**config.mk**
```make
export PLATFORM = sky130hd
export DESIGN_NAME = bpq_top
export DESIGN_NICKNAME = d
export VERILOG_FILES = /design/src/logic/bpq_pkg.sv /design/src/logic/bpq_cmp_if.sv /design/src/logic/bpq_match.sv /design/src/logic/bpq_top.sv
export SDC_FILE = /design/constraint.sdc
export NUM_CORES = 1
export LEC_CHECK = 0
export BUFFER_PORTS_ARGS = -buffer_cell sky130_fd_sc_hd__buf_2
export CAP_MARGIN = 25
export CORE_MARGIN = 2
export CORE_UTILIZATION = 40
export CTS_CLUSTER_SIZE = 30
export DETAILED_ROUTE_END_ITERATION = 10
export MAX_ROUTING_LAYER = met4
export PLACE_DENSITY = 0.69
export SYNTH_ARGS = -nofsm -noshare
export SYNTH_HDL_FRONTEND = slang
export SYNTH_SLANG_ARGS = --single-unit
```
**constraint.sdc**
```tcl
create_clock -name ref_clk -period 3.1 [get_ports ref_clk]
set_clock_uncertainty 0.1 [all_clocks]
set_input_delay 0.62 -clock ref_clk [delete_from_list [all_inputs] [get_ports ref_clk]]
set_output_delay 0.62 -clock ref_clk [all_outputs]
set_load 0.1 [all_outputs]
```
**src/logic/bpq_pkg.sv**
```systemverilog
// Package with register map, field layout and bus constants of the breakpoint qualifier
package bpq_pkg;
    // ------------------------------------------------------------
    // Register indices (byte address is four times the index)
    // ------------------------------------------------------------
    localparam logic [29:0] IDX_DEBUG_CONTROL_3 = 30'h00000029;
    localparam logic [29:0] IDX_CMP_A_EXTENDED = 30'h0000002A;
    localparam logic [29:0] IDX_CMP_A_HIGH = 30'h0000002B;
    localparam logic [29:0] IDX_CMP_A_LOW = 30'h0000002C;
    localparam logic [29:0] IDX_CMP_B_EXTENDED = 30'h0000002D;
    localparam logic [29:0] IDX_CMP_B_HIGH = 30'h0000002E;
    localparam logic [29:0] IDX_CMP_B_LOW = 30'h0000002F;
    localparam logic [29:0] IDX_MODE_CONTROL = 30'h00000030;
    localparam logic [29:0] IDX_MATCH_STATUS = 30'h00000031;

    // ------------------------------------------------------------
    // Reset values
    // ------------------------------------------------------------
    localparam logic [7:0] RST_BYTE = 8'h00;
    localparam logic [31:0] RST_WORD = 32'h00000000;

    // ------------------------------------------------------------
    // Field positions of debug_control_3
    // ------------------------------------------------------------
    localparam int unsigned C3_FIRST_MASK_HIGH = 7;
    localparam int unsigned C3_FIRST_MASK_LOW = 6;
    localparam int unsigned C3_SECOND_MASK_HIGH = 5;
    localparam int unsigned C3_SECOND_MASK_LOW = 4;
    localparam int unsigned C3_A_DIR_ENABLE = 3;
    localparam int unsigned C3_A_DIR_VALUE = 2;
    localparam int unsigned C3_B_DIR_ENABLE = 1;
    localparam int unsigned C3_B_DIR_VALUE = 0;

    // ------------------------------------------------------------
    // Extended registers: page selector and extended compare field
    // ------------------------------------------------------------
    localparam int unsigned EXT_PAGE_SELECT = 6;
    localparam int unsigned EXT_FIELD_MSB = 5;

    // ------------------------------------------------------------
    // Mode control and match status fields
    // ------------------------------------------------------------
    localparam int unsigned MODE_BREAKPOINT_ONLY = 0;
    localparam int unsigned MODE_TRACE_CAPTURE = 1;
    localparam int unsigned MODE_FULL = 2;
    localparam int unsigned STAT_HIT_A = 0;
    localparam int unsigned STAT_HIT_B = 1;
    localparam int unsigned STAT_HIT_BREAK = 2;
    localparam int unsigned STAT_LIVE_A = 4;
    localparam int unsigned STAT_LIVE_B = 5;

    // ------------------------------------------------------------
    // AHB-Lite transfer type and response
    // ------------------------------------------------------------
    localparam logic [1:0] HTRANS_NONSEQ = 2'h2;
    localparam logic HRESP_OKAY = 1'h0;
endpackage : bpq_pkg

```
**src/logic/bpq_cmp_if.sv**
```systemverilog
// Interface carrying one comparator's settings into its match unit and the match back
`timescale 1ns/1ps
interface bpq_cmp_if;
    logic enable; // Comparator active in the current mode
    logic data_mode; // Compare data bytes instead of address
    logic page_sel; // Program page access selected for this compare
    logic [5:0] ext; // Extended compare field
    logic [7:0] high; // High compare byte
    logic [7:0] low; // Low compare byte
    logic mask_hi; // Effective high mask bit
    logic mask_lo; // Effective low mask bit
    logic dir_en; // Bus direction takes part
    logic dir_val; // 0 write, 1 read
    logic match; // Combinational match result

    // ------------------------------------------------------------
    // Configuring side and matching side
    // ------------------------------------------------------------
    modport cfg (output enable, data_mode, page_sel, ext, high, low, mask_hi, mask_lo, dir_en, dir_val,
                 input match);
    modport unit (input enable, data_mode, page_sel, ext, high, low, mask_hi, mask_lo, dir_en, dir_val,
                  output match);
endinterface : bpq_cmp_if

```
**src/logic/bpq_match.sv**
```systemverilog
// One breakpoint comparator: byte masks, page compare and direction qualifier
`timescale 1ns/1ps
module bpq_match (
    bpq_cmp_if.unit cmp,
    input wire logic [15:0] cpu_addr,
    input wire logic [15:0] cpu_data,
    input wire logic [5:0] program_page_index,
    input wire logic cpu_read,
    input wire logic cpu_valid
);
    logic hi_en; // High byte takes part
    logic lo_en; // Low byte takes part
    logic hi_ok; // High byte agrees
    logic lo_ok; // Low byte agrees
    logic ext_ok; // Page bits agree or are unused
    logic dir_ok; // Direction agrees or is unused
    logic need_page; // Only a program page access can hit

    // ------------------------------------------------------------
    // Qualification of every byte for the current bus cycle
    // ------------------------------------------------------------
    always_comb begin
        hi_en = 1'b1;
        lo_en = 1'b1;
        hi_ok = 1'b0;
        lo_ok = 1'b0;
        ext_ok = 1'b1;
        dir_ok = 1'b1;
        need_page = 1'b0;
        if (cmp.data_mode) begin
            // Data bytes: each mask bit gates its own byte, page bits never used
            hi_en = !cmp.mask_hi;
            lo_en = !cmp.mask_lo;
            hi_ok = (cmp.high == cpu_data[15:8]);
            lo_ok = (cmp.low == cpu_data[7:0]);
        end else begin
            // Low mask clear means full compare, whatever the high bit says
            lo_en = !cmp.mask_lo;
            hi_en = !(cmp.mask_hi && cmp.mask_lo);
            need_page = cmp.mask_hi && cmp.mask_lo;
            lo_ok = (cmp.low == cpu_addr[7:0]);
            if (cmp.page_sel) begin
                // Paged: six extended bits stand for address bits 19 to 14
                ext_ok = (cmp.ext == program_page_index);
                hi_ok = (cmp.high[5:0] == cpu_addr[13:8]);
            end else begin
                // Unpaged: plain 16-bit compare, extended field ignored
                hi_ok = (cmp.high == cpu_addr[15:8]);
            end
            // Direction only qualifies address compares
            dir_ok = !cmp.dir_en || (cmp.dir_val == cpu_read);
        end
        // All enabled parts must agree in the same cycle
        cmp.match = cmp.enable && cpu_valid && (hi_ok || !hi_en) && (lo_ok || !lo_en)
                    && ext_ok && dir_ok && (!need_page || cmp.page_sel);
    end
endmodule : bpq_match

```
**src/logic/bpq_top.sv**
```systemverilog
// Breakpoint mask and direction qualifier with an AHB-Lite register slave
//
// Decided for this implementation: the AHB-Lite interface to the registers.
`timescale 1ns/1ps
module bpq_top (
    input wire logic ref_clk,
    input wire logic arst_n,
    // AHB-Lite slave
    input wire logic hsel,
    input wire logic [31:0] haddr,
    input wire logic [1:0] htrans,
    input wire logic hwrite,
    input wire logic [2:0] hsize,
    input wire logic [31:0] hwdata,
    input wire logic hready,
    output logic [31:0] hrdata,
    output logic hreadyout,
    output logic hresp,
    // CPU bus cycle under watch
    input wire logic [15:0] cpu_addr,
    input wire logic [15:0] cpu_data,
    input wire logic [5:0] program_page_index,
    input wire logic cpu_page_access,
    input wire logic cpu_read,
    input wire logic cpu_valid,
    // Break requests to the core
    output logic break_a,
    output logic break_b,
    output logic break_req
);
    // ------------------------------------------------------------
    // Register state
    // ------------------------------------------------------------
    logic [7:0] debug_control_3; // Masks and direction qualifiers
    logic [7:0] cmp_a_extended; // Page select and extended field A
    logic [7:0] cmp_a_high; // Comparator A high byte
    logic [7:0] cmp_a_low; // Comparator A low byte
    logic [7:0] cmp_b_extended; // Page select and extended field B
    logic [7:0] cmp_b_high; // Comparator B high byte
    logic [7:0] cmp_b_low; // Comparator B low byte
    logic [7:0] mode_control; // Operating mode
    logic [7:0] match_status; // Sticky hits and live matches
    logic wr_pend; // Write data phase pending
    logic [29:0] wr_idx; // Index of the pending write

    // Next values
    logic [7:0] next_debug_control_3;
    logic [7:0] next_cmp_a_extended;
    logic [7:0] next_cmp_a_high;
    logic [7:0] next_cmp_a_low;
    logic [7:0] next_cmp_b_extended;
    logic [7:0] next_cmp_b_high;
    logic [7:0] next_cmp_b_low;
    logic [7:0] next_mode_control;
    logic [7:0] next_match_status;
    logic next_wr_pend;
    logic [29:0] next_wr_idx;
    logic [31:0] next_hrdata;

    // ------------------------------------------------------------
    // Match state
    // ------------------------------------------------------------
    logic next_break_a;
    logic next_break_b;
    logic next_break_req;

    // ------------------------------------------------------------
    // Derived mode, bus and match terms
    // ------------------------------------------------------------
    logic bp_on; // Breakpoint only mode active
    logic tc_on; // Trace capture mode active
    logic full_on; // Address on A, data on B
    logic addr_phase; // Valid transfer accepted this cycle
    logic [29:0] req_idx; // Word index of the request
    logic a_match; // Live match of comparator A
    logic b_match; // Live match of comparator B

    // One carrier per comparator
    bpq_cmp_if cmp_a ();
    bpq_cmp_if cmp_b ();

    // Word index of a byte address
    function automatic logic [29:0] word_idx(input logic [31:0] addr);
        word_idx = addr[31:2];
    endfunction : word_idx

    // Page selection: breakpoint only mode pages on every program page access,
    // trace capture mode only when the page selector asks for it
    function automatic logic page_select(input logic bp, input logic tc, input logic sel, input logic acc);
        page_select = acc && (bp || (tc && sel));
    endfunction : page_select

    assign bp_on = mode_control[bpq_pkg::MODE_BREAKPOINT_ONLY];
    // Breakpoint only mode takes precedence, so the two never act together
    assign tc_on = mode_control[bpq_pkg::MODE_TRACE_CAPTURE] && !bp_on;
    assign full_on = mode_control[bpq_pkg::MODE_FULL];

    assign addr_phase = hsel && hready && (htrans == bpq_pkg::HTRANS_NONSEQ);
    assign req_idx = word_idx(haddr);

    // Zero wait states, never an error
    assign hreadyout = 1'b1;
    assign hresp = bpq_pkg::HRESP_OKAY;

    // ------------------------------------------------------------
    // Comparator A configuration
    // ------------------------------------------------------------
    assign cmp_a.enable = bp_on || tc_on;
    assign cmp_a.data_mode = 1'b0;
    assign cmp_a.page_sel = page_select(bp_on, tc_on, cmp_a_extended[bpq_pkg::EXT_PAGE_SELECT],
                                        cpu_page_access);
    assign cmp_a.ext = cmp_a_extended[bpq_pkg::EXT_FIELD_MSB:0];
    assign cmp_a.high = cmp_a_high;
    assign cmp_a.low = cmp_a_low;
    // Trace capture ignores the stored first mask bits
    assign cmp_a.mask_hi = debug_control_3[bpq_pkg::C3_FIRST_MASK_HIGH] && !tc_on;
    assign cmp_a.mask_lo = debug_control_3[bpq_pkg::C3_FIRST_MASK_LOW] && !tc_on;
    assign cmp_a.dir_en = debug_control_3[bpq_pkg::C3_A_DIR_ENABLE];
    assign cmp_a.dir_val = debug_control_3[bpq_pkg::C3_A_DIR_VALUE];
    assign a_match = cmp_a.match;

    // ------------------------------------------------------------
    // Comparator B configuration
    // ------------------------------------------------------------
    assign cmp_b.enable = bp_on || tc_on;
    // Full mode turns B into a data comparator in either mode
    assign cmp_b.data_mode = full_on;
    assign cmp_b.page_sel = page_select(bp_on, tc_on, cmp_b_extended[bpq_pkg::EXT_PAGE_SELECT],
                                        cpu_page_access) && !full_on;
    assign cmp_b.ext = cmp_b_extended[bpq_pkg::EXT_FIELD_MSB:0];
    assign cmp_b.high = cmp_b_high;
    assign cmp_b.low = cmp_b_low;
    assign cmp_b.mask_hi = debug_control_3[bpq_pkg::C3_SECOND_MASK_HIGH];
    assign cmp_b.mask_lo = debug_control_3[bpq_pkg::C3_SECOND_MASK_LOW];
    // Direction of B has no say in full mode
    assign cmp_b.dir_en = debug_control_3[bpq_pkg::C3_B_DIR_ENABLE] && !full_on;
    assign cmp_b.dir_val = debug_control_3[bpq_pkg::C3_B_DIR_VALUE];
    assign b_match = cmp_b.match;

    // ------------------------------------------------------------
    // Match units
    // ------------------------------------------------------------
    bpq_match u_match_a (
        .cmp(cmp_a),
        .cpu_addr(cpu_addr),
        .cpu_data(cpu_data),
        .program_page_index(program_page_index),
        .cpu_read(cpu_read),
        .cpu_valid(cpu_valid)
    );

    // B shares the bus
    bpq_match u_match_b (
        .cmp(cmp_b),
        .cpu_addr(cpu_addr),
        .cpu_data(cpu_data),
        .program_page_index(program_page_index),
        .cpu_read(cpu_read),
        .cpu_valid(cpu_valid)
    );

    // ------------------------------------------------------------
    // Register file and bus next state
    // ------------------------------------------------------------
    always_comb begin
        next_debug_control_3 = debug_control_3;
        next_cmp_a_extended = cmp_a_extended;
        next_cmp_a_high = cmp_a_high;
        next_cmp_a_low = cmp_a_low;
        next_cmp_b_extended = cmp_b_extended;
        next_cmp_b_high = cmp_b_high;
        next_cmp_b_low = cmp_b_low;
        next_mode_control = mode_control;
        next_match_status = match_status;
        next_wr_pend = addr_phase && hwrite;
        next_wr_idx = addr_phase ? req_idx : wr_idx;
        next_hrdata = bpq_pkg::RST_WORD;
        // Data phase of a write: only the low byte lane is held
        if (wr_pend) begin
            case (wr_idx)
                bpq_pkg::IDX_DEBUG_CONTROL_3: next_debug_control_3 = hwdata[7:0];
                bpq_pkg::IDX_CMP_A_EXTENDED: next_cmp_a_extended = hwdata[7:0];
                bpq_pkg::IDX_CMP_A_HIGH: next_cmp_a_high = hwdata[7:0];
                bpq_pkg::IDX_CMP_A_LOW: next_cmp_a_low = hwdata[7:0];
                bpq_pkg::IDX_CMP_B_EXTENDED: next_cmp_b_extended = hwdata[7:0];
                bpq_pkg::IDX_CMP_B_HIGH: next_cmp_b_high = hwdata[7:0];
                bpq_pkg::IDX_CMP_B_LOW: next_cmp_b_low = hwdata[7:0];
                bpq_pkg::IDX_MODE_CONTROL: next_mode_control = hwdata[7:0];
                // Write one to clear sticky hits
                bpq_pkg::IDX_MATCH_STATUS: next_match_status = match_status & ~hwdata[7:0];
                default: next_match_status = match_status;
            endcase
        end

        // Hits land after the clear, so a hit in the clearing cycle survives
        next_match_status[bpq_pkg::STAT_HIT_A] = next_match_status[bpq_pkg::STAT_HIT_A] || next_break_a;
        next_match_status[bpq_pkg::STAT_HIT_B] = next_match_status[bpq_pkg::STAT_HIT_B] || next_break_b;
        next_match_status[bpq_pkg::STAT_HIT_BREAK] = next_match_status[bpq_pkg::STAT_HIT_BREAK]
                                                     || next_break_req;

        // Live bits simply follow the comparators
        next_match_status[bpq_pkg::STAT_LIVE_A] = next_break_a;
        next_match_status[bpq_pkg::STAT_LIVE_B] = next_break_b;

        // Read data from next values, except match status, so a write just before is already seen
        if (addr_phase && !hwrite) begin
            case (req_idx)
                bpq_pkg::IDX_DEBUG_CONTROL_3: next_hrdata[7:0] = next_debug_control_3;
                bpq_pkg::IDX_CMP_A_EXTENDED: next_hrdata[7:0] = next_cmp_a_extended;
                bpq_pkg::IDX_CMP_A_HIGH: next_hrdata[7:0] = next_cmp_a_high;
                bpq_pkg::IDX_CMP_A_LOW: next_hrdata[7:0] = next_cmp_a_low;
                bpq_pkg::IDX_CMP_B_EXTENDED: next_hrdata[7:0] = next_cmp_b_extended;
                bpq_pkg::IDX_CMP_B_HIGH: next_hrdata[7:0] = next_cmp_b_high;
                bpq_pkg::IDX_CMP_B_LOW: next_hrdata[7:0] = next_cmp_b_low;
                bpq_pkg::IDX_MODE_CONTROL: next_hrdata[7:0] = next_mode_control;
                bpq_pkg::IDX_MATCH_STATUS: next_hrdata[7:0] = match_status;
                // Unmapped words read as zero
                default: next_hrdata = bpq_pkg::RST_WORD;
            endcase
        end
    end

    // Register file and bus state
    always_ff @(posedge ref_clk or negedge arst_n) begin
        if (!arst_n) begin
            debug_control_3 <= bpq_pkg::RST_BYTE;
            cmp_a_extended <= bpq_pkg::RST_BYTE;
            cmp_a_high <= bpq_pkg::RST_BYTE;
            cmp_a_low <= bpq_pkg::RST_BYTE;
            cmp_b_extended <= bpq_pkg::RST_BYTE;
            cmp_b_high <= bpq_pkg::RST_BYTE;
            cmp_b_low <= bpq_pkg::RST_BYTE;
            mode_control <= bpq_pkg::RST_BYTE;
            match_status <= bpq_pkg::RST_BYTE;
            wr_pend <= 1'b0;
            wr_idx <= 30'h00000000;
            hrdata <= bpq_pkg::RST_WORD;
        end else begin
            debug_control_3 <= next_debug_control_3;
            cmp_a_extended <= next_cmp_a_extended;
            cmp_a_high <= next_cmp_a_high;
            cmp_a_low <= next_cmp_a_low;
            cmp_b_extended <= next_cmp_b_extended;
            cmp_b_high <= next_cmp_b_high;
            cmp_b_low <= next_cmp_b_low;
            mode_control <= next_mode_control;
            match_status <= next_match_status;
            wr_pend <= next_wr_pend;
            wr_idx <= next_wr_idx;
            hrdata <= next_hrdata;
        end
    end

    // ------------------------------------------------------------
    // Break decision
    // ------------------------------------------------------------
    always_comb begin
        // Straight through
        next_break_a = a_match;
        next_break_b = b_match;

        if (full_on) begin
            // Full mode: one break when address and data agree together
            next_break_req = a_match && b_match;
        end else begin
            // Dual mode: either address comparator breaks
            next_break_req = a_match || b_match;
        end
    end

    // Break outputs are registered, one cycle after the bus cycle
    always_ff @(posedge ref_clk or negedge arst_n) begin
        if (!arst_n) begin
            break_a <= 1'b0;
            break_b <= 1'b0;
            break_req <= 1'b0;
        end else begin
            break_a <= next_break_a;
            break_b <= next_break_b;
            break_req <= next_break_req;
        end
    end
endmodule : bpq_top

```
==> insert_results.sql, run 1 <==
INSERT INTO impl_metrics (metric_group, metric, value, unit) VALUES
('floorplanning', 'die_span_in_y', '124', 'um'),
('timing', 'unrepaired_setup_endpoints_after_global_routing', 'no', ''),
('synth', 'synthesis.instances', '448', ''),
('floorplanning', 'die_w', '124', 'um'),
('floorplanning', 'design.die.area', '0.0154', 'sq mm'),
('synth', 'ys_ff_latch', '112', ''),
('setup_path', 'worst_stage_delay_on_the_critical_path', '0.47', 'ns'),
('timing', 'slew_violations', '0', ''),
('power_and_ir_drop', 'netSwitchingFraction', '0.273', ''),
('setup_path', 'path_buf_inv', '1', ''),
('drt', 'antenna_left', '0', ''),
('synth', 'synth_sequential_area_ratio', '0.486', ''),
('clocking', 'clk_pin_slew_worst_paths', '0.07', 'ns'),
('power_and_ir_drop', 'worst_vdd_drop', '0.409', 'mV'),
('setup_path', 'cp_data_required_time', '3.20', 'ns'),
('synth', 'synth_enable_flop_cells', '0', ''),
('synth', 'netlist.area_leader.share', '0.486', ''),
('setup_path', 'worst_path_arrival', '2.98', 'ns'),
('global_route', 'via_count_of_the_first_global_routing_pass', '4321', ''),
('synth', 'ys_types', '51', ''),
('setup_path', 'worst_setup_path_start_kind', 'register', ''),
('setup_path', 'worstSetupPathType', 'register to register', ''),
('final_layout', 'layout.filler_cells', '1289', ''),
('power_and_ir_drop', 'leakage', '3.22', 'nW'),
('place', 'io_buffers', '96', ''),
('setup_path', 'path_delay_family', 'simple AND/OR/NAND/NOR gates', ''),
('floorplanning', 'io_pins', '152', ''),
('setup_path', 'reg2reg_to', 'hrdata[7]$_DFF_PN0_', ''),
('timing', 'finalSetupTns', '0', 'ns'),
('synth', 'postSynthAreaPerCell', '12.9', 'sq um'),
('clocking', 'tritoncts', 'done', ''),
('timing', 'worst_slew_pin_slew', '0.549', 'ns'),
('synth', 'synth.most_common_cell', 'sky130_fd_sc_hd__dfrtp_1', ''),
('timing', 'worst_case_headroom_to_the_max_slew_limit', '0.629', ''),
('setup_path', 'timing.reg2reg.setup_slack', '0.22', 'ns'),
('global_route', 'maximum_number_of_pins_on_one_net_before_global_route_repair', '75', ''),
('timing', 'period_minus_slack', '2.88', 'ns'),
('power_and_ir_drop', 'p_seq_frac', '0.498', ''),
('final_layout', 'layout-area-overhead-vs-synth', '18.5', '%'),
('drt', 'drt-initial-drc-count', '410', ''),
('setup_path', 'slowest_stage', 'sky130_fd_sc_hd__nor4_2', ''),
('flow_run', 'cap_violations', '0', ''),
('global_route', 'gr-total-overflow', '0', ''),
('clocking', 'clk_latency', '0.35', 'ns'),
('drt', 'drt-vias-per-instance', '5.57', ''),
('setup_path', 'cp_max_fo', '8', ''),
('floorplanning', 'placement_rows', '43', ''),
('global_route', 'grt_pass1_wl', '22900', 'um'),
('drt', 'drt_drc_violations_left', '0', ''),
('clocking', 'cts-root-to-sink-buffers', '2', ''),
('power_and_ir_drop', 'p_per_area', '473', 'mW/mm^2'),
('power_and_ir_drop', 'share_comb_of_total_power', '0.136', ''),
('clocking', 'ctsHoldBuffers', '0', ''),
('global_route', 'groute.usage.overall', '0.206', ''),
('global_route', 'antenna_violations_before_repair', '0', ''),
('clocking', 'post_cts.repair.setup_buffers', '0', ''),
('drt', 'detail_route.wl_per_cell', '19.6', 'um'),
('timing', 'hold_viol', '0', ''),
('outcome', 'run_status', 'completed', ''),
('synth', 'synth.top_cells.by_count', '112 x sky130_fd_sc_hd__dfrtp_1, 93 x sky130_fd_sc_hd__mux2_2, 29 x sky130_fd_sc_hd__xor2_1', ''),
('place', 'gp_routability_congestion', '0.962', ''),
('synth', 'mappedNetlistArea', '0.00577', 'sq mm'),
('setup_path', 'worstSetupEndpointType', 'register', ''),
('drt', 'via_count', '4185', ''),
('power_and_ir_drop', 'power_frac_clock', '0.366', ''),
('synth', 'synth_top_cell_by_area', 'sky130_fd_sc_hd__dfrtp_1', ''),
('setup_path', 'worstReg2RegStart', 'wr_idx[12]$_DFFE_PN0P_', ''),
('floorplanning', 'start_util', '0.413', ''),
('synth', 'yosys_warnings', '0', ''),
('setup_path', 'worstPathCellList', 'nor4_2 > nand3_1 > nor4_4 > buf_4 > mux2_2 > a222oi_1 > a31oi_1', ''),
('power_and_ir_drop', 'internal_power', '0.00235', 'W');
power by group through the flow:
| stage | registers, W | logic (W) | clock network [W] |
|---|---|---|---|
| final | 0.00161 | 0.000441 | 0.00118 |
| after global routing | 0.00163 | 0.000477 | 0.00128 |
| after CTS | 0.00161 | 0.000445 | 0.00122 |
| after detailed placement | 0.00164 | 0.000444 | 0 |
| after global placement | 0.00164 | 0.000433 | 0 |
| after floorplan | 0.00162 | 0.000324 | 0 |
layer usage:
| layer | track usage | up-vias | wire length (um) |
|---|---|---|---|
| met5 | - | - | 0 |
| met2 | 0.335 | 176 | 7160 |
| met3 | 0.0513 | 29 | 1020 |
| met4 | 0.0723 | 0 | 390 |
| met1 | 0.251 | 2088 | 6180 |
| li1 | - | 1892 | - |
how the worst max path moves through the flow:
stage                           start                   to  slack, ns  depth (start not counted)
2_1_floorplan   wr_idx[9]$_DFFE_PN0P_  hrdata[4]$_DFF_PN0_       0.58                          6
3_3_place_gp    wr_idx[9]$_DFFE_PN0P_  hrdata[0]$_DFF_PN0_       0.28                          9
3_5_place_dp   wr_idx[12]$_DFFE_PN0P_  hrdata[7]$_DFF_PN0_       0.22                          7
4_1_cts        wr_idx[12]$_DFFE_PN0P_  hrdata[7]$_DFF_PN0_       0.20                          7
5_1_grt        wr_idx[12]$_DFFE_PN0P_  hrdata[7]$_DFF_PN0_       0.05                          7
6_report       wr_idx[12]$_DFFE_PN0P_  hrdata[7]$_DFF_PN0_       0.22                          7
flip-flops by register name, indices dropped and copies added, names as in the netlist:
register         count
cmp_a_extended       8
cmp_a.high           8
break_req            1
debug_control_3      8
cmp_b.high           8
mode_control         8
cmp_b_extended       8
hrdata               8
cmp_b.low            8
wr_idx              30
match_status         8
cmp_a.low            8
wr_pend              1
cells in the final DEF, fill, tap and decap left out, drive strengths merged, types with 10 or more instances in the layout:
| cell type | n |
|---|---|
| conb | 26 |
| a222oi | 24 |
| buf | 122 |
| nand2 | 12 |
| clkbuf | 10 |
| a31oi | 10 |
| xnor2 | 25 |
| dfrtp | 112 |
| mux2 | 93 |
| xor2 | 29 |
| nor4 | 21 |
cell type report:
class,count,area [sq um],area share
inverters,4,15.0,0.00219
repair buffers,122,691,0.101
well taps,180,225,0.0329
clock inverters,5,62.6,0.00915
clock buffers,10,239,0.0349
flip-flops and latches,112,2800,0.410
multi-input cells,319,2810,0.410
metrics by stage:
stage / area, sq um / instances / utilization / hold slack [ns] / setup WS, ns
2_1_floorplan: 5860 / 472 / - / 0.224 / 0.581
3_3_place_gp: 6540 / 737 / 0.467 / 0.364 / 0.285
3_5_place_dp: 6540 / 737 / 0.467 / 0.368 / 0.215
4_1_cts: 6840 / 752 / 0.489 / 0.143 / 0.201
5_1_grt: 6840 / 752 / 0.489 / 0.168 / 0.0451
6_report: 6840 / 752 / 0.489 / 0.135 / 0.221
kinds of logic (layout without fill, tap and decap cells):
kind of cell	after synthesis	after routing	share of synthesized area
other	2	26	0.00130
AOI/OAI and AO/OA	57	57	0.0824
DFF	112	112	0.486
and+or+nand+nor	80	80	0.108
muxes	101	101	0.195
adders and majority gates	1	1	0.00173
xor gates and xnor gates	54	54	0.0820
buffers and inverters	41	141	0.0438
(Power assumes the default switching activity.)
==> inputs of run 2 (changes only) <==
Settings changed: ABC_CLOCK_PERIOD_IN_PS set to 3100, CELL_PAD_IN_SITES_DETAIL_PLACEMENT set to 1, CELL_PAD_IN_SITES_GLOBAL_PLACEMENT set to 1, CTS_CLUSTER_DIAMETER set to 30, PLACE_DENSITY 0.69 to 0.83.
==> run 2 against run 1 <==
Net effect:
- first-iteration DRC count down 24%
- die area unchanged
- clock power fell by 7%
- global-route usage increased by 3.0 points
- via count rose by 3.4%
- total power fell by 2.0%
- critical path depth rose by 2
- non-clock buffer count decreased by 1
==> insert_results.sql, run 2 (same netlist as run 1, synthesis figures left out) <==
INSERT INTO impl_metrics (metric_group, metric, value, unit) VALUES
('power_and_ir_drop', 'design_power_total', '0.00317', 'W'),
('final_layout', 'final_cell_mix', '112 x sky130_fd_sc_hd__dfrtp_1, 95 x sky130_fd_sc_hd__buf_2, 93 x sky130_fd_sc_hd__mux2_2', ''),
('floorplanning', 'core_area', '0.0140', 'sq mm'),
('drt', 'drt-initial-drc-count', '312', ''),
('setup_path', 'slowest_stage', 'sky130_fd_sc_hd__dfrtp_1', ''),
('floorplanning', 'start_util', '0.413', ''),
('floorplanning', 'io_pins', '152', ''),
('global_route', 'groute.usage.overall', '0.237', ''),
('timing', 'slew_violations', '0', ''),
('clocking', 'tritoncts', 'done', ''),
('final_layout', 'regMostFlops', 'wr_idx', ''),
('timing', 'achievable-frequency', '0.342', 'GHz'),
('setup_path', 'worst_stage_delay_on_the_critical_path', '0.40', 'ns'),
('place', 'gp_routability_congestion', '0.923', ''),
('global_route', 'maximum_number_of_pins_on_one_net_before_global_route_repair', '64', ''),
('drt', 'antenna_left', '0', ''),
('place', 'place_area', '0.00653', 'sq mm'),
('setup_path', 'reg2regPathDepth', '9', ''),
('timing', 'hold_ws', '0.204', 'ns'),
('timing', 'unrepaired_setup_endpoints_after_global_routing', 'no', ''),
('drt', 'detail_route.wl_per_cell', '22.5', 'um'),
('final_layout', 'largest_reg_flops', '30', ''),
('final_layout', 'layout.filler_cells', '1497', ''),
('floorplanning', 'die_w', '124', 'um'),
('final_layout', 'stdcell_area', '0.00681', 'sq mm'),
('floorplanning', 'placement_rows', '43', ''),
('flow_run', 'cap_violations', '0', ''),
('outcome', 'run_status', 'completed', ''),
('setup_path', 'worstSetupPathType', 'register to register', ''),
('setup_path', 'worst_setup_path_start_kind', 'register', ''),
('setup_path', 'worst_path_arrival', '3.04', 'ns'),
('setup_path', 'path_delay_family', 'simple AND/OR/NAND/NOR gates', ''),
('timing', 'finalSetupTns', '0', 'ns'),
('setup_path', 'cp_data_required_time', '3.22', 'ns'),
('clocking', 'clk_pin_slew_worst_paths', '0.07', 'ns'),
('setup_path', 'worstReg2RegStart', 'wr_idx[9]$_DFFE_PN0P_', ''),
('final_layout', 'antenna_cells_inserted', '0', ''),
('drt', 'drt_drc_violations_left', '0', ''),
('place', 'io_buffers', '96', ''),
('global_route', 'via_count_of_the_first_global_routing_pass', '4742', ''),
('final_layout', 'design.final.nets', '682', ''),
('clocking', 'cts.sinks', '112', ''),
('clocking', 'cts-root-to-sink-buffers', '2', ''),
('setup_path', 'worstSetupEndpointType', 'register', ''),
('clocking', 'cts_root_buffer', 'sky130_fd_sc_hd__clkbuf_16', ''),
('final_layout', 'layout-area-overhead-vs-synth', '17.9', '%'),
('timing', 'fin_crit_sh', '0.942', ''),
('setup_path', 'critical-path-top-cell-by-count', 'sky130_fd_sc_hd__buf_4', ''),
('place', 'detailedPlacementHpwl', '12800', 'um'),
('power_and_ir_drop', 'p_per_area', '466', 'mW/mm^2'),
('floorplanning', 'design.die.area', '0.0154', 'sq mm'),
('power_and_ir_drop', 'leakage', '3.21', 'nW'),
('setup_path', 'cp_max_fo', '8', ''),
('setup_path', 'worstPathCellList', 'nor4_2 > buf_4 > nand4_4 > buf_4 > nor4_4 > buf_4 > mux2_2 > a222oi_1 > a31oi_1', ''),
('timing', 'hold_viol', '0', ''),
('timing', 'period_minus_slack', '2.92', 'ns'),
('clocking', 'clk_latency', '0.36', 'ns'),
('setup_path', 'timing.reg2reg.setup_slack', '0.18', 'ns'),
('clocking', 'cts_inserted_buffers', '9', ''),
('floorplanning', 'die_span_in_y', '124', 'um'),
('clocking', 'cts.htree.levels', '3', ''),
('drt', 'drt-vias-per-instance', '5.76', ''),
('drt', 'via_count', '4327', ''),
('setup_path', 'path_buf_inv', '3', ''),
('timing', 'worst_case_headroom_to_the_max_slew_limit', '0.557', ''),
('setup_path', 'reg2reg_to', 'hrdata[0]$_DFF_PN0_', ''),
('drt', 'first_pass_iters', '5', ''),
('timing', 'worst_slew_pin_slew', '0.665', 'ns'),
('power_and_ir_drop', 'worst_vdd_drop', '0.231', 'mV'),
('final_layout', 'commonest_non_fill_non_tap_cell_in_the_layout', 'sky130_fd_sc_hd__dfrtp_1', ''),
('drt', 'routed_wl', '16900', 'um'),
('hold_path', 'hold_path_class', 'primary input to async pin', ''),
('global_route', 'antenna_violations_before_repair', '0', ''),
('timing', 'setup_violations', '0', ''),
('global_route', 'grt_pass1_wl', '26000', 'um'),
('global_route', 'gr-total-overflow', '0', ''),
('final_layout', 'drive_above_1_share', '0.427', '');
==> run 2: changes by cell type in the layout (fill, tap and decap cells not counted), sizes merged <==
| cell | previous run | this run |
|---|---|---|
| buf | 122 | 121 |
| bufinv | 1 | 0 |
| clkinvlp | 2 | 0 |
| inv | 6 | 4 |
| clkinv | 0 | 3 |
| clkbuf | 10 | 12 |
==> run 2: how the worst max path moves through the flow <==
| stage | startpoint | to | slack (ns) | cells past startpoint |
|---|---|---|---|---|
| 2_1_floorplan | wr_idx[9]$_DFFE_PN0P_ | hrdata[4]$_DFF_PN0_ | 0.58 | 6 |
| 3_3_place_gp | wr_idx[12]$_DFFE_PN0P_ | hrdata[7]$_DFF_PN0_ | 0.27 | 7 |
| 3_5_place_dp | wr_idx[12]$_DFFE_PN0P_ | hrdata[2]$_DFF_PN0_ | 0.10 | 7 |
| 4_1_cts | wr_idx[12]$_DFFE_PN0P_ | hrdata[2]$_DFF_PN0_ | 0.09 | 7 |
| 5_1_grt | wr_idx[9]$_DFFE_PN0P_ | hrdata[5]$_DFF_PN0_ | 0.07 | 9 |
| 6_report | wr_idx[9]$_DFFE_PN0P_ | hrdata[0]$_DFF_PN0_ | 0.18 | 9 |
==> run 2: stage by stage <==
| step | instances | worst slack (ns) | util |
|---|---|---|---|
| 4_1_cts | 751 | 0.0929 | 0.486 |
| 5_1_grt | 751 | 0.0728 | 0.486 |
| 3_5_place_dp | 736 | 0.100 | 0.467 |
| 3_3_place_gp | 736 | 0.274 | 0.467 |
| 2_1_floorplan | 472 | 0.581 | - |
| 6_report | 751 | 0.180 | 0.486 |
==> run 2: worst register-to-register path, delay by kind of cell (launching register included) <==
family	cells	cell delay [ns]
buffers and inverters	3	0.65
AOI/OAI and AO/OA	2	0.49
and+or+nand+nor	3	0.74
DFF	1	0.40
muxes	1	0.40
==> run 2: routing by layer <==
metal,track usage,wire length (um),vias up
li1,-,-,1895
met1,0.277,6710,2215
met2,0.401,8620,182
met3,0.0362,999,35
met4,0.108,597,0
met5,-,0,-
==> run 2: timing repair <==
action | in CTS | in global routing
resized for setup | 0 | 1
endpoints found under the hold margin | 0 | 0
setup buffers | 0 | 0
hold buffers | 0 | 0
endpoints found under the setup margin | 0 | 5
==> run 2: cell type report <==
cell class / count / area [sq um] / share of cell area
Clock inverter: 3 / 18.8 / 0.00276
Inverter: 4 / 15.0 / 0.00221
Sequential cell: 112 / 2800 / 0.412
Clock buffer: 12 / 246 / 0.0362
Timing Repair Buffer: 121 / 683 / 0.100
Multi-Input combinational cell: 319 / 2810 / 0.413
Tap cell: 180 / 225 / 0.0331
==> run 2: where the power goes <==
| group | switching, W | internal [W] |
|---|---|---|
| Clock | 0.000534 | 0.000564 |
| Combinational | 0.000294 | 0.000158 |
| Sequential | 0.0000763 | 0.00155 |
